<file path="src/ccp_pkg.sv">
package ccp_pkg;
  // Register byte offsets on the Avalon-MM slave
  localparam logic [3:0] OFS_CONTROL = 4'h0;
  localparam logic [3:0] OFS_VAL_LOW = 4'h4;
  localparam logic [3:0] OFS_VAL_HIGH = 4'h8;
  localparam logic [3:0] OFS_FLAGS = 4'hc;
  // Control register fields
  localparam int MODE_LSB = 0;
  localparam int DUTY_LSB = 4;
  localparam logic [7:0] CONTROL_RESET = 8'h00;
  localparam logic [7:0] CONTROL_WMASK = 8'h3f;
  // Flag register fields
  localparam int FLAG_EVENT_BIT = 0;
  localparam int FLAG_ENABLE_BIT = 1;
  localparam logic [15:0] VALUE_RESET = 16'h0000;
  // Prescaler thresholds, as counts minus one
  localparam logic [3:0] PRESC_FOUR = 4'h3;
  localparam logic [3:0] PRESC_SIXTEEN = 4'hf;
  // Mode codes
  localparam logic [3:0] MODE_OFF = 4'h0;
  localparam logic [3:0] MODE_CAP_FALL = 4'h4;
  localparam logic [3:0] MODE_CAP_RISE = 4'h5;
  localparam logic [3:0] MODE_CAP_RISE4 = 4'h6;
  localparam logic [3:0] MODE_CAP_RISE16 = 4'h7;
  localparam logic [3:0] MODE_CMP_SET = 4'h8;
  localparam logic [3:0] MODE_CMP_CLR = 4'h9;
  localparam logic [3:0] MODE_CMP_SOFT = 4'ha;
  localparam logic [3:0] MODE_CMP_SPECIAL = 4'hb;
  typedef enum logic [1:0] {
    KIND_OFF,
    KIND_CAPTURE,
    KIND_COMPARE,
    KIND_PWM
  } unit_kind_t;
endpackage : ccp_pkg

</file>
<file path="src/ccp_edge_detect.sv">
`timescale 1ns/1ns
`default_nettype none
module ccp_edge_detect (
  input wire logic mclk,
  input wire logic rst_n,
  input wire logic pinLevel,
  output logic riseSeen,
  output logic fallSeen
);
  logic sync1_ff, sync2_ff, last_ff;
  logic nxt_sync1, nxt_sync2, nxt_last;

  ////////////////////////////////////////////////////////////////////////
  // Two-stage synchroniser, then one stage for edge history
  always_comb begin
    nxt_sync1 = pinLevel;
    nxt_sync2 = sync1_ff;
    nxt_last = sync2_ff;
  end

  always_ff @(posedge mclk) begin
    if (!rst_n) begin
      sync1_ff <= 1'b0;
      sync2_ff <= 1'b0;
      last_ff <= 1'b0;
    end else begin
      sync1_ff <= nxt_sync1;
      sync2_ff <= nxt_sync2;
      last_ff <= nxt_last;
    end
  end

  // Only the second stage and history feed the edge terms
  assign riseSeen = sync2_ff & ~last_ff;
  assign fallSeen = ~sync2_ff & last_ff;
endmodule : ccp_edge_detect
`default_nettype wire

</file>
<file path="src/ccp_prescaler.sv">
`timescale 1ns/1ns
`default_nettype none
module ccp_prescaler (
  input wire logic mclk,
  input wire logic rst_n,
  input wire logic clearCount,
  input wire logic edgeIn,
  input wire logic [3:0] limit,
  output logic eventOut
);
  import ccp_pkg::*;
  logic [3:0] count_ff;
  logic [3:0] nxt_count;

  ////////////////////////////////////////////////////////////////////////
  // Edge counter; a changed limit keeps the count
  always_comb begin
    nxt_count = count_ff;
    eventOut = 1'b0;
    if (clearCount) begin
      nxt_count = 4'h0;
    end else if (edgeIn) begin
      if (count_ff >= limit) begin
        nxt_count = 4'h0;
        eventOut = 1'b1;
      end else begin
        nxt_count = count_ff + 4'h1;
      end
    end
  end

  always_ff @(posedge mclk) begin
    if (!rst_n) begin
      count_ff <= 4'h0;
    end else begin
      count_ff <= nxt_count;
    end
  end
endmodule : ccp_prescaler
`default_nettype wire

</file>
<file path="src/ccp_capture_compare_unit.sv">
// Summary of operation
// - Mode zero switches unit off, resets state.
// - Codes 4-7 capture fall, rise, 4th, 16th.
// - Match in 8/9 drives output high/low, flags.
// - Mode 10 match only sets the flag.
// - Mode 11 flags, resets timer, starts conversion.
// - 110x PWM high, 111x PWM low polarity.
// - Capture copies full timer into value pair.
// - Capture sets flag; only software clears it.
// - New capture overwrites stored value silently.
// - Port latch edges count when pin outputs.
// - Prescaler cleared when off, non-capture, reset.
// - Prescale change keeps count, may capture falsely.
// - Capture mode change may set flag falsely.
// - Compare value pair against timer every cycle.
// - Bits 5-4 hold duty low bits, unused here.
// - Bits 7-6 read as zero.
// - Special event same cycle; timer resets next edge.
// - Zero control forces compare latch low.
//
// Design decisions made here: the Avalon-MM slave port and the placing of the registers.
`timescale 1ns/1ns
`default_nettype none
module ccp_capture_compare_unit (
  input wire logic mclk,
  input wire logic rst_n,
  // Avalon-MM slave
  input wire logic [3:0] avs_address,
  input wire logic avs_read,
  input wire logic avs_write,
  input wire logic [31:0] avs_writedata,
  input wire logic [3:0] avs_byteenable,
  output logic [31:0] avs_readdata,
  output logic avs_waitrequest,
  output logic avs_response_err,
  // Pin and timer side
  input wire logic unitPinIn,
  input wire logic pinDirectionBit,
  input wire logic portLatchLevel,
  input wire logic [15:0] timerOneCount,
  input wire logic timerOneTick,
  input wire logic converterEnabled,
  output logic compareOut,
  output logic compareOutActive,
  output logic specialEvent,
  output logic timerOneReset,
  output logic conversionStart,
  output logic unitEventFlag,
  output logic unitEventEnable,
  output logic [1:0] dutyLowBits,
  output logic pwmActiveLow
);
  import ccp_pkg::*;

  logic [5:0] control_ff, nxt_control;
  logic [15:0] value_ff, nxt_value;
  logic flag_ff, nxt_flag;
  logic enable_ff, nxt_enable;
  logic cmpOut_ff, nxt_cmpOut;
  logic resetPend_ff, nxt_resetPend;
  logic ack_ff, nxt_ack;
  logic [31:0] rdata_ff, nxt_rdata;
  logic err_ff, nxt_err;
  logic [3:0] unitModeSelect;
  unit_kind_t kind;
  logic riseSeen, fallSeen, chosenEdge, captureEvent;
  logic clearPresc, match, matchPulse, lastMatch_ff, nxt_lastMatch;
  logic [3:0] prescLimit;
  logic access, wrCtl, wrLow, wrHigh, wrFlags;

  assign unitModeSelect = control_ff[MODE_LSB +: 4];
  assign dutyLowBits = control_ff[DUTY_LSB +: 2];

  ////////////////////////////////////////////////////////////////////////
  // Mode decode
  always_comb begin
    unique case (unitModeSelect[3:2])
      2'b00: kind = KIND_OFF;
      2'b01: kind = KIND_CAPTURE;
      2'b10: kind = KIND_COMPARE;
      2'b11: kind = KIND_PWM;
    endcase
  end
  assign pwmActiveLow = (kind == KIND_PWM) & unitModeSelect[1];

  ////////////////////////////////////////////////////////////////////////
  // Capture edge source: pin when input, port latch when output
  ccp_edge_detect u_edge (
    .mclk(mclk),
    .rst_n(rst_n),
    .pinLevel(pinDirectionBit ? unitPinIn : portLatchLevel),
    .riseSeen(riseSeen),
    .fallSeen(fallSeen)
  );

  // Edge choice and prescale limit per capture code
  always_comb begin
    chosenEdge = riseSeen;
    prescLimit = 4'h0;
    unique case (unitModeSelect)
      MODE_CAP_FALL: chosenEdge = fallSeen;
      MODE_CAP_RISE4: prescLimit = PRESC_FOUR;
      MODE_CAP_RISE16: prescLimit = PRESC_SIXTEEN;
      default: prescLimit = 4'h0;
    endcase
  end
  assign clearPresc = (kind != KIND_CAPTURE);

  ccp_prescaler u_presc (
    .mclk(mclk),
    .rst_n(rst_n),
    .clearCount(clearPresc),
    .edgeIn(chosenEdge & (kind == KIND_CAPTURE)),
    .limit(prescLimit),
    .eventOut(captureEvent)
  );

  ////////////////////////////////////////////////////////////////////////
  // Compare, evaluated every cycle; one pulse per match onset
  assign match = (kind == KIND_COMPARE) && (value_ff == timerOneCount);
  assign matchPulse = match & ~lastMatch_ff;
  assign specialEvent = matchPulse && (unitModeSelect == MODE_CMP_SPECIAL);
  assign conversionStart = specialEvent & converterEnabled;
  // Reset waits for timer tick; lost if match goes away first
  assign timerOneReset = resetPend_ff & timerOneTick & match;
  assign compareOut = cmpOut_ff;
  assign compareOutActive = (unitModeSelect == MODE_CMP_SET) ||
                            (unitModeSelect == MODE_CMP_CLR);
  assign unitEventFlag = flag_ff;
  assign unitEventEnable = enable_ff;

  ////////////////////////////////////////////////////////////////////////
  // Bus decode; every access answers one cycle later
  assign access = (avs_read | avs_write) & ~ack_ff;
  assign avs_waitrequest = (avs_read | avs_write) & ~ack_ff;
  assign wrCtl = access & avs_write && avs_address == OFS_CONTROL;
  assign wrLow = access & avs_write && avs_address == OFS_VAL_LOW;
  assign wrHigh = access & avs_write && avs_address == OFS_VAL_HIGH;
  assign wrFlags = access & avs_write && avs_address == OFS_FLAGS;
  assign avs_readdata = rdata_ff;
  assign avs_response_err = err_ff;

  ////////////////////////////////////////////////////////////////////////
  // Next state for registers, flags and the output latch
  always_comb begin
    nxt_control = control_ff;
    nxt_value = value_ff;
    nxt_flag = flag_ff;
    nxt_enable = enable_ff;
    nxt_cmpOut = cmpOut_ff;
    nxt_resetPend = resetPend_ff;
    nxt_lastMatch = match;
    nxt_ack = access;
    nxt_rdata = 32'h0000_0000;
    nxt_err = access && (avs_address != OFS_CONTROL) &&
              (avs_address != OFS_VAL_LOW) && (avs_address != OFS_VAL_HIGH) &&
              (avs_address != OFS_FLAGS);
    // Software writes, byte 0 lane only holds these registers
    if (wrCtl && avs_byteenable[0]) begin
      nxt_control = avs_writedata[5:0] & CONTROL_WMASK[5:0];
    end
    if (wrLow) begin
      if (avs_byteenable[0]) nxt_value[7:0] = avs_writedata[7:0];
    end
    if (wrHigh) begin
      if (avs_byteenable[0]) nxt_value[15:8] = avs_writedata[7:0];
    end
    if (wrFlags && avs_byteenable[0]) begin
      nxt_flag = avs_writedata[FLAG_EVENT_BIT];
      nxt_enable = avs_writedata[FLAG_ENABLE_BIT];
    end
    // Capture overwrites any unread value
    if (captureEvent) begin
      nxt_value = timerOneCount;
    end
    // Match actions per compare code
    nxt_resetPend = resetPend_ff & match & ~timerOneTick;
    if (matchPulse) begin
      unique case (unitModeSelect)
        MODE_CMP_SET: nxt_cmpOut = 1'b1;
        MODE_CMP_CLR: nxt_cmpOut = 1'b0;
        MODE_CMP_SPECIAL: nxt_resetPend = 1'b1;
        default: nxt_cmpOut = cmpOut_ff;
      endcase
    end
    // Hardware set beats a simultaneous software clear
    if (captureEvent || matchPulse) begin
      nxt_flag = 1'b1;
    end
    // Off or reserved code: drop unit state
    if (kind == KIND_OFF) begin
      nxt_cmpOut = 1'b0;
      nxt_resetPend = 1'b0;
    end
    if (wrCtl && avs_byteenable[0] && avs_writedata[3:0] == MODE_OFF) begin
      nxt_cmpOut = 1'b0;
      nxt_resetPend = 1'b0;
    end
    // Read data, upper bits zero
    if (access && avs_read) begin
      unique case (avs_address)
        OFS_CONTROL: nxt_rdata = {26'h0, control_ff};
        OFS_VAL_LOW: nxt_rdata = {24'h0, value_ff[7:0]};
        OFS_VAL_HIGH: nxt_rdata = {24'h0, value_ff[15:8]};
        OFS_FLAGS: nxt_rdata = {30'h0, enable_ff, flag_ff};
        default: nxt_rdata = 32'h0000_0000;
      endcase
    end
  end

  always_ff @(posedge mclk) begin
    if (!rst_n) begin
      control_ff <= CONTROL_RESET[5:0];
      value_ff <= VALUE_RESET;
      flag_ff <= 1'b0;
      enable_ff <= 1'b0;
      cmpOut_ff <= 1'b0;
      resetPend_ff <= 1'b0;
      lastMatch_ff <= 1'b0;
      ack_ff <= 1'b0;
      rdata_ff <= 32'h0000_0000;
      err_ff <= 1'b0;
    end else begin
      control_ff <= nxt_control;
      value_ff <= nxt_value;
      flag_ff <= nxt_flag;
      enable_ff <= nxt_enable;
      cmpOut_ff <= nxt_cmpOut;
      resetPend_ff <= nxt_resetPend;
      lastMatch_ff <= nxt_lastMatch;
      ack_ff <= nxt_ack;
      rdata_ff <= nxt_rdata;
      err_ff <= nxt_err;
    end
  end
endmodule : ccp_capture_compare_unit
`default_nettype wire

</file>
<file path="config.mk">
export PLATFORM = sky130hd
export DESIGN_NAME = ccp_capture_compare_unit
export DESIGN_NICKNAME = d
export VERILOG_FILES = /design/src/ccp_pkg.sv /design/src/ccp_edge_detect.sv /design/src/ccp_prescaler.sv /design/src/ccp_capture_compare_unit.sv
export SDC_FILE = /design/constraint.sdc
export NUM_CORES = 1
export LEC_CHECK = 0
export ABC_AREA = 0
export CORE_MARGIN = 1
export CORE_UTILIZATION = 34
export CTS_BUF_LIST = sky130_fd_sc_hd__clkbuf_8 sky130_fd_sc_hd__clkbuf_16
export CTS_CLUSTER_SIZE = 25
export DETAILED_ROUTE_END_ITERATION = 7
export DONT_BUFFER_PORTS = 1
export PLACE_DENSITY = 0.51
export RECOVER_POWER = 50
export SLEW_MARGIN = 5
export SYNTH_ARGS = -nofsm -noshare
export SYNTH_HDL_FRONTEND = slang
export SYNTH_SLANG_ARGS = --single-unit
</file>
<file path="constraint.sdc">
create_clock -name mclk -period 3.2 [get_ports mclk]
set_input_delay 0.8 -clock mclk [delete_from_list [all_inputs] [get_ports mclk]]
set_output_delay 0.8 -clock mclk [all_outputs]
set_load 0.005 [all_outputs]
</file>
==> impl_metrics.env <==
export IMPL_worst_endpoint_required_ps=2400
export IMPL_coreArea_mm2=0.00691
export IMPL_cp_end_kind="primary output"
export IMPL_rr_startpoint="control_ff[0]"
export IMPL_whs_path_depth=1
export IMPL_clock_sinks=44
export IMPL_leakage_nw=0.923
export IMPL_grt_use_met1=0.189
export IMPL_portBuffers=0
export IMPL_synth_seq_cells=44
export IMPL_dp_hpwl_mm=4.15
export IMPL_synth_compound_area_frac=0.136
export IMPL_hold_viol_final=0
export IMPL_hold_buffers=0
export IMPL_dieArea_mm2=0.00765
export IMPL_placed_area_mm2=0.00244
export IMPL_finalInstanceArea_mm2=0.00253
export IMPL_finalCriticalPeriod_ps=2840
export IMPL_syn2layout_area_growth_pct=1.97
export IMPL_power_density_mw_per_mm2=385
export IMPL_start_util=0.359
export IMPL_max_stage_delay_ps=400
export IMPL_wl_per_cell_um=15.9
export IMPL_grtUsageMet3=0.0493
export IMPL_grt_busiest_layer="met2"
export IMPL_yosysWarnings=0
export IMPL_gr_total_overflow=0
export IMPL_dp_slack_ps=313
export IMPL_crit_chain="xnor2_1, nand4_1, nor4_1, and3b_1, and3_1"
export IMPL_synth_xor_xnor_area_share=0.0635
export IMPL_diodes=0
export IMPL_worst_r2r_cell_count=4
export IMPL_reg2reg_setup_slack_ps=850
export IMPL_grt_util_met2=0.261
export IMPL_min_from="u_edge.nxt_sync2"
export IMPL_yosys_area_share_simple=0.158
export IMPL_cts_tree="done"
export IMPL_first_iter_violations=71
export IMPL_clk_path_buf_depth=2
export IMPL_totalWireLength_mm=5.73
export IMPL_worstReg2RegEnd="value_ff[14]"
export IMPL_clk_pin_slew_worst_paths_ps=90
export IMPL_startpoint_type="input port"
export IMPL_drive_gt1_frac=0.0530
export IMPL_fin_skew_ps=6.43
export IMPL_timing_setup_tns_ps=0
export IMPL_vias=1766
export IMPL_dr_pass1_iters=4
export IMPL_root_buffer="clkbuf_8"
export IMPL_syn_inst=270
export IMPL_final_cell_mix="dfxtp_1 (44), mux2i_1 (30), conb_1 (24), a21oi_1 (23), nor2_1 (17)"
export IMPL_die_w_um=87.4
export IMPL_clock_latency_ps=300
export IMPL_grt_pass1_wl_mm=8.87
export IMPL_htreeDepth=2
export IMPL_setup_viol=0
export IMPL_cap_viol_max_count=0
export IMPL_synth_top_family_by_area="simple AND/OR/NAND/NOR gates"
export IMPL_path_class="input port to primary output"
export IMPL_synthAdderAreaFrac=0.0252
export IMPL_hold_end="u_edge.nxt_last"
export IMPL_pin_count=109
export IMPL_relSlewSlack=0.418
export IMPL_grt_pass1_vias=1698
export IMPL_gp_congestion=0.731
export IMPL_grt_max_degree=34
export IMPL_ir_worst_vdd_uv=126
export IMPL_antenna_found_initial=0
export IMPL_synthMuxAreaShare=0.139
export IMPL_die_h_um=87.4
export IMPL_final_common_cell="dfxtp_1"
export IMPL_postRouteAntennaNets=0
export IMPL_numCtsBuffers=5
export IMPL_status="completed"
export IMPL_worst_slack_ps=359
export IMPL_worstPathMaxFanout=6
export IMPL_slew_violations=0
export IMPL_max_freq_mhz=352
export IMPL_grt_usage=0.156
export IMPL_crit_arrival_ps=2040
export IMPL_syn_cell_area_mm2=0.00248
export IMPL_path_delay_family="simple AND/OR/NAND/NOR gates"
export IMPL_hold_class="flop to flop"
export IMPL_avgSynthCellArea_um2=9.19
export IMPL_finalNetCount=333
export IMPL_num_fill_cells=747
export IMPL_yosysSeqAreaShare=0.355
export IMPL_rsz0062_at_grt="false"
export IMPL_vias_per_cell=4.91
export IMPL_ctsResizeCount=0
export IMPL_drc=0
export IMPL_worst_pin_slew_ps=873
export IMPL_row_count=30
export IMPL_ys_types=42
export IMPL_fin_crit_sh=0.888
export IMPL_cts_setup_buffers=0
export IMPL_cp_num_buf_inv=0
export IMPL_crit_path_top_delay_cell="nor4_1"
[layer usage]
layer | share of wire | vias up
met5 | 0 | -
met4 | 0.013 | 0
met3 | 0.077 | 7
met2 | 0.48 | 64
met1 | 0.43 | 810
li1 | - | 885
[power breakdown]
| part | internal, mW | switching (mW) |
|---|---|---|
| sequential | 0.553 | 0.00396 |
| clock | 0.173 | 0.196 |
| combinational | 0.0247 | 0.0246 |
[how the worst max path moves through the flow]
stage / start / end / slack (ps) / depth (start not counted)
6_report: timerOneCount[6] / timerOneReset / 360 / 5
4_1_cts: timerOneCount[6] / timerOneReset / 310 / 5
3_3_place_gp: timerOneCount[6] / timerOneReset / 350 / 5
5_1_grt: timerOneCount[6] / conversionStart / 240 / 5
2_1_floorplan: timerOneCount[14] / conversionStart / 670 / 5
3_5_place_dp: timerOneCount[6] / timerOneReset / 310 / 5
[Yosys cell counts]
cell type,n,area (um2)
ha_1,5,62.6
a22o_1,1,8.76
mux2i_1,30,300
nand2b_1,3,18.8
nor2b_1,14,87.6
a21o_1,1,7.51
and2_1,6,37.5
nor3b_1,3,22.5
o21a_1,2,15.0
o21ai_0,2,10.0
nand2_1,4,15.0
nand4_1,2,12.5
buf_4,26,195
and3b_1,1,8.76
a21boi_0,1,7.51
clkbuf_2,2,10.0
xnor2_1,13,114
nor4_1,2,12.5
and3_1,3,18.8
conb_1,1,3.75
nor3_1,4,20.0
a31oi_1,1,6.26
xor2_1,5,43.8
buf_6,3,33.8
o221ai_1,1,8.76
nor2_1,17,63.8
or3_1,2,12.5
dfxtp_1,44,881
o211ai_1,2,15.0
mux4_2,2,45.0
or4_4,1,11.3
nand3_1,4,20.0
or4_1,2,15.0
o31ai_1,16,120
buf_2,4,20.0
or2_1,1,6.26
inv_1,6,22.5
and4_1,1,8.76
clkbuf_1,6,22.5
a21oi_1,23,115
a22oi_1,2,15.0
a211oi_1,1,7.51
[state kept, by name (all words and copies together), names as in the netlist]
signal	cells
ack_ff	1
avs_readdata	8
avs_response_err	1
compareOut	1
control_ff	6
lastMatch_ff	1
resetPend_ff	1
u_edge.last_ff	1
u_edge.nxt_last	1
u_edge.nxt_sync2	1
u_presc.count_ff	4
unitEventEnable	1
unitEventFlag	1
value_ff	16
[area by class of cell]
type                       instances  area, um2  share of cell area
clock buffer                       6       82.6              0.0326
clock inverter                     2       11.3             0.00445
inverter                           6       22.5             0.00890
multi-input combinational        202       1380               0.547
sequential                        44        881               0.348
tap                               96        120              0.0475
timing repair buffer               4       30.0              0.0119
[cells by family after synthesis]
group	Yosys count
simple gates	70
compound gates	53
buf+inv	47
flops	44
mux	32
xor+xnor	18
fa+ha+maj	5
other cells	1
[per-stage QoR]
stage	hold WS, ps	utilization	power [mW]	std cells
floorplan	412	-	0.640	293
global placement	418	0.353	0.618	352
detailed placement	421	0.353	0.619	352
CTS	443	0.366	0.987	360
global route	460	0.366	1.01	360
finish	438	0.366	0.974	360
No activity file was read; power rests on OpenSTA's default activity.
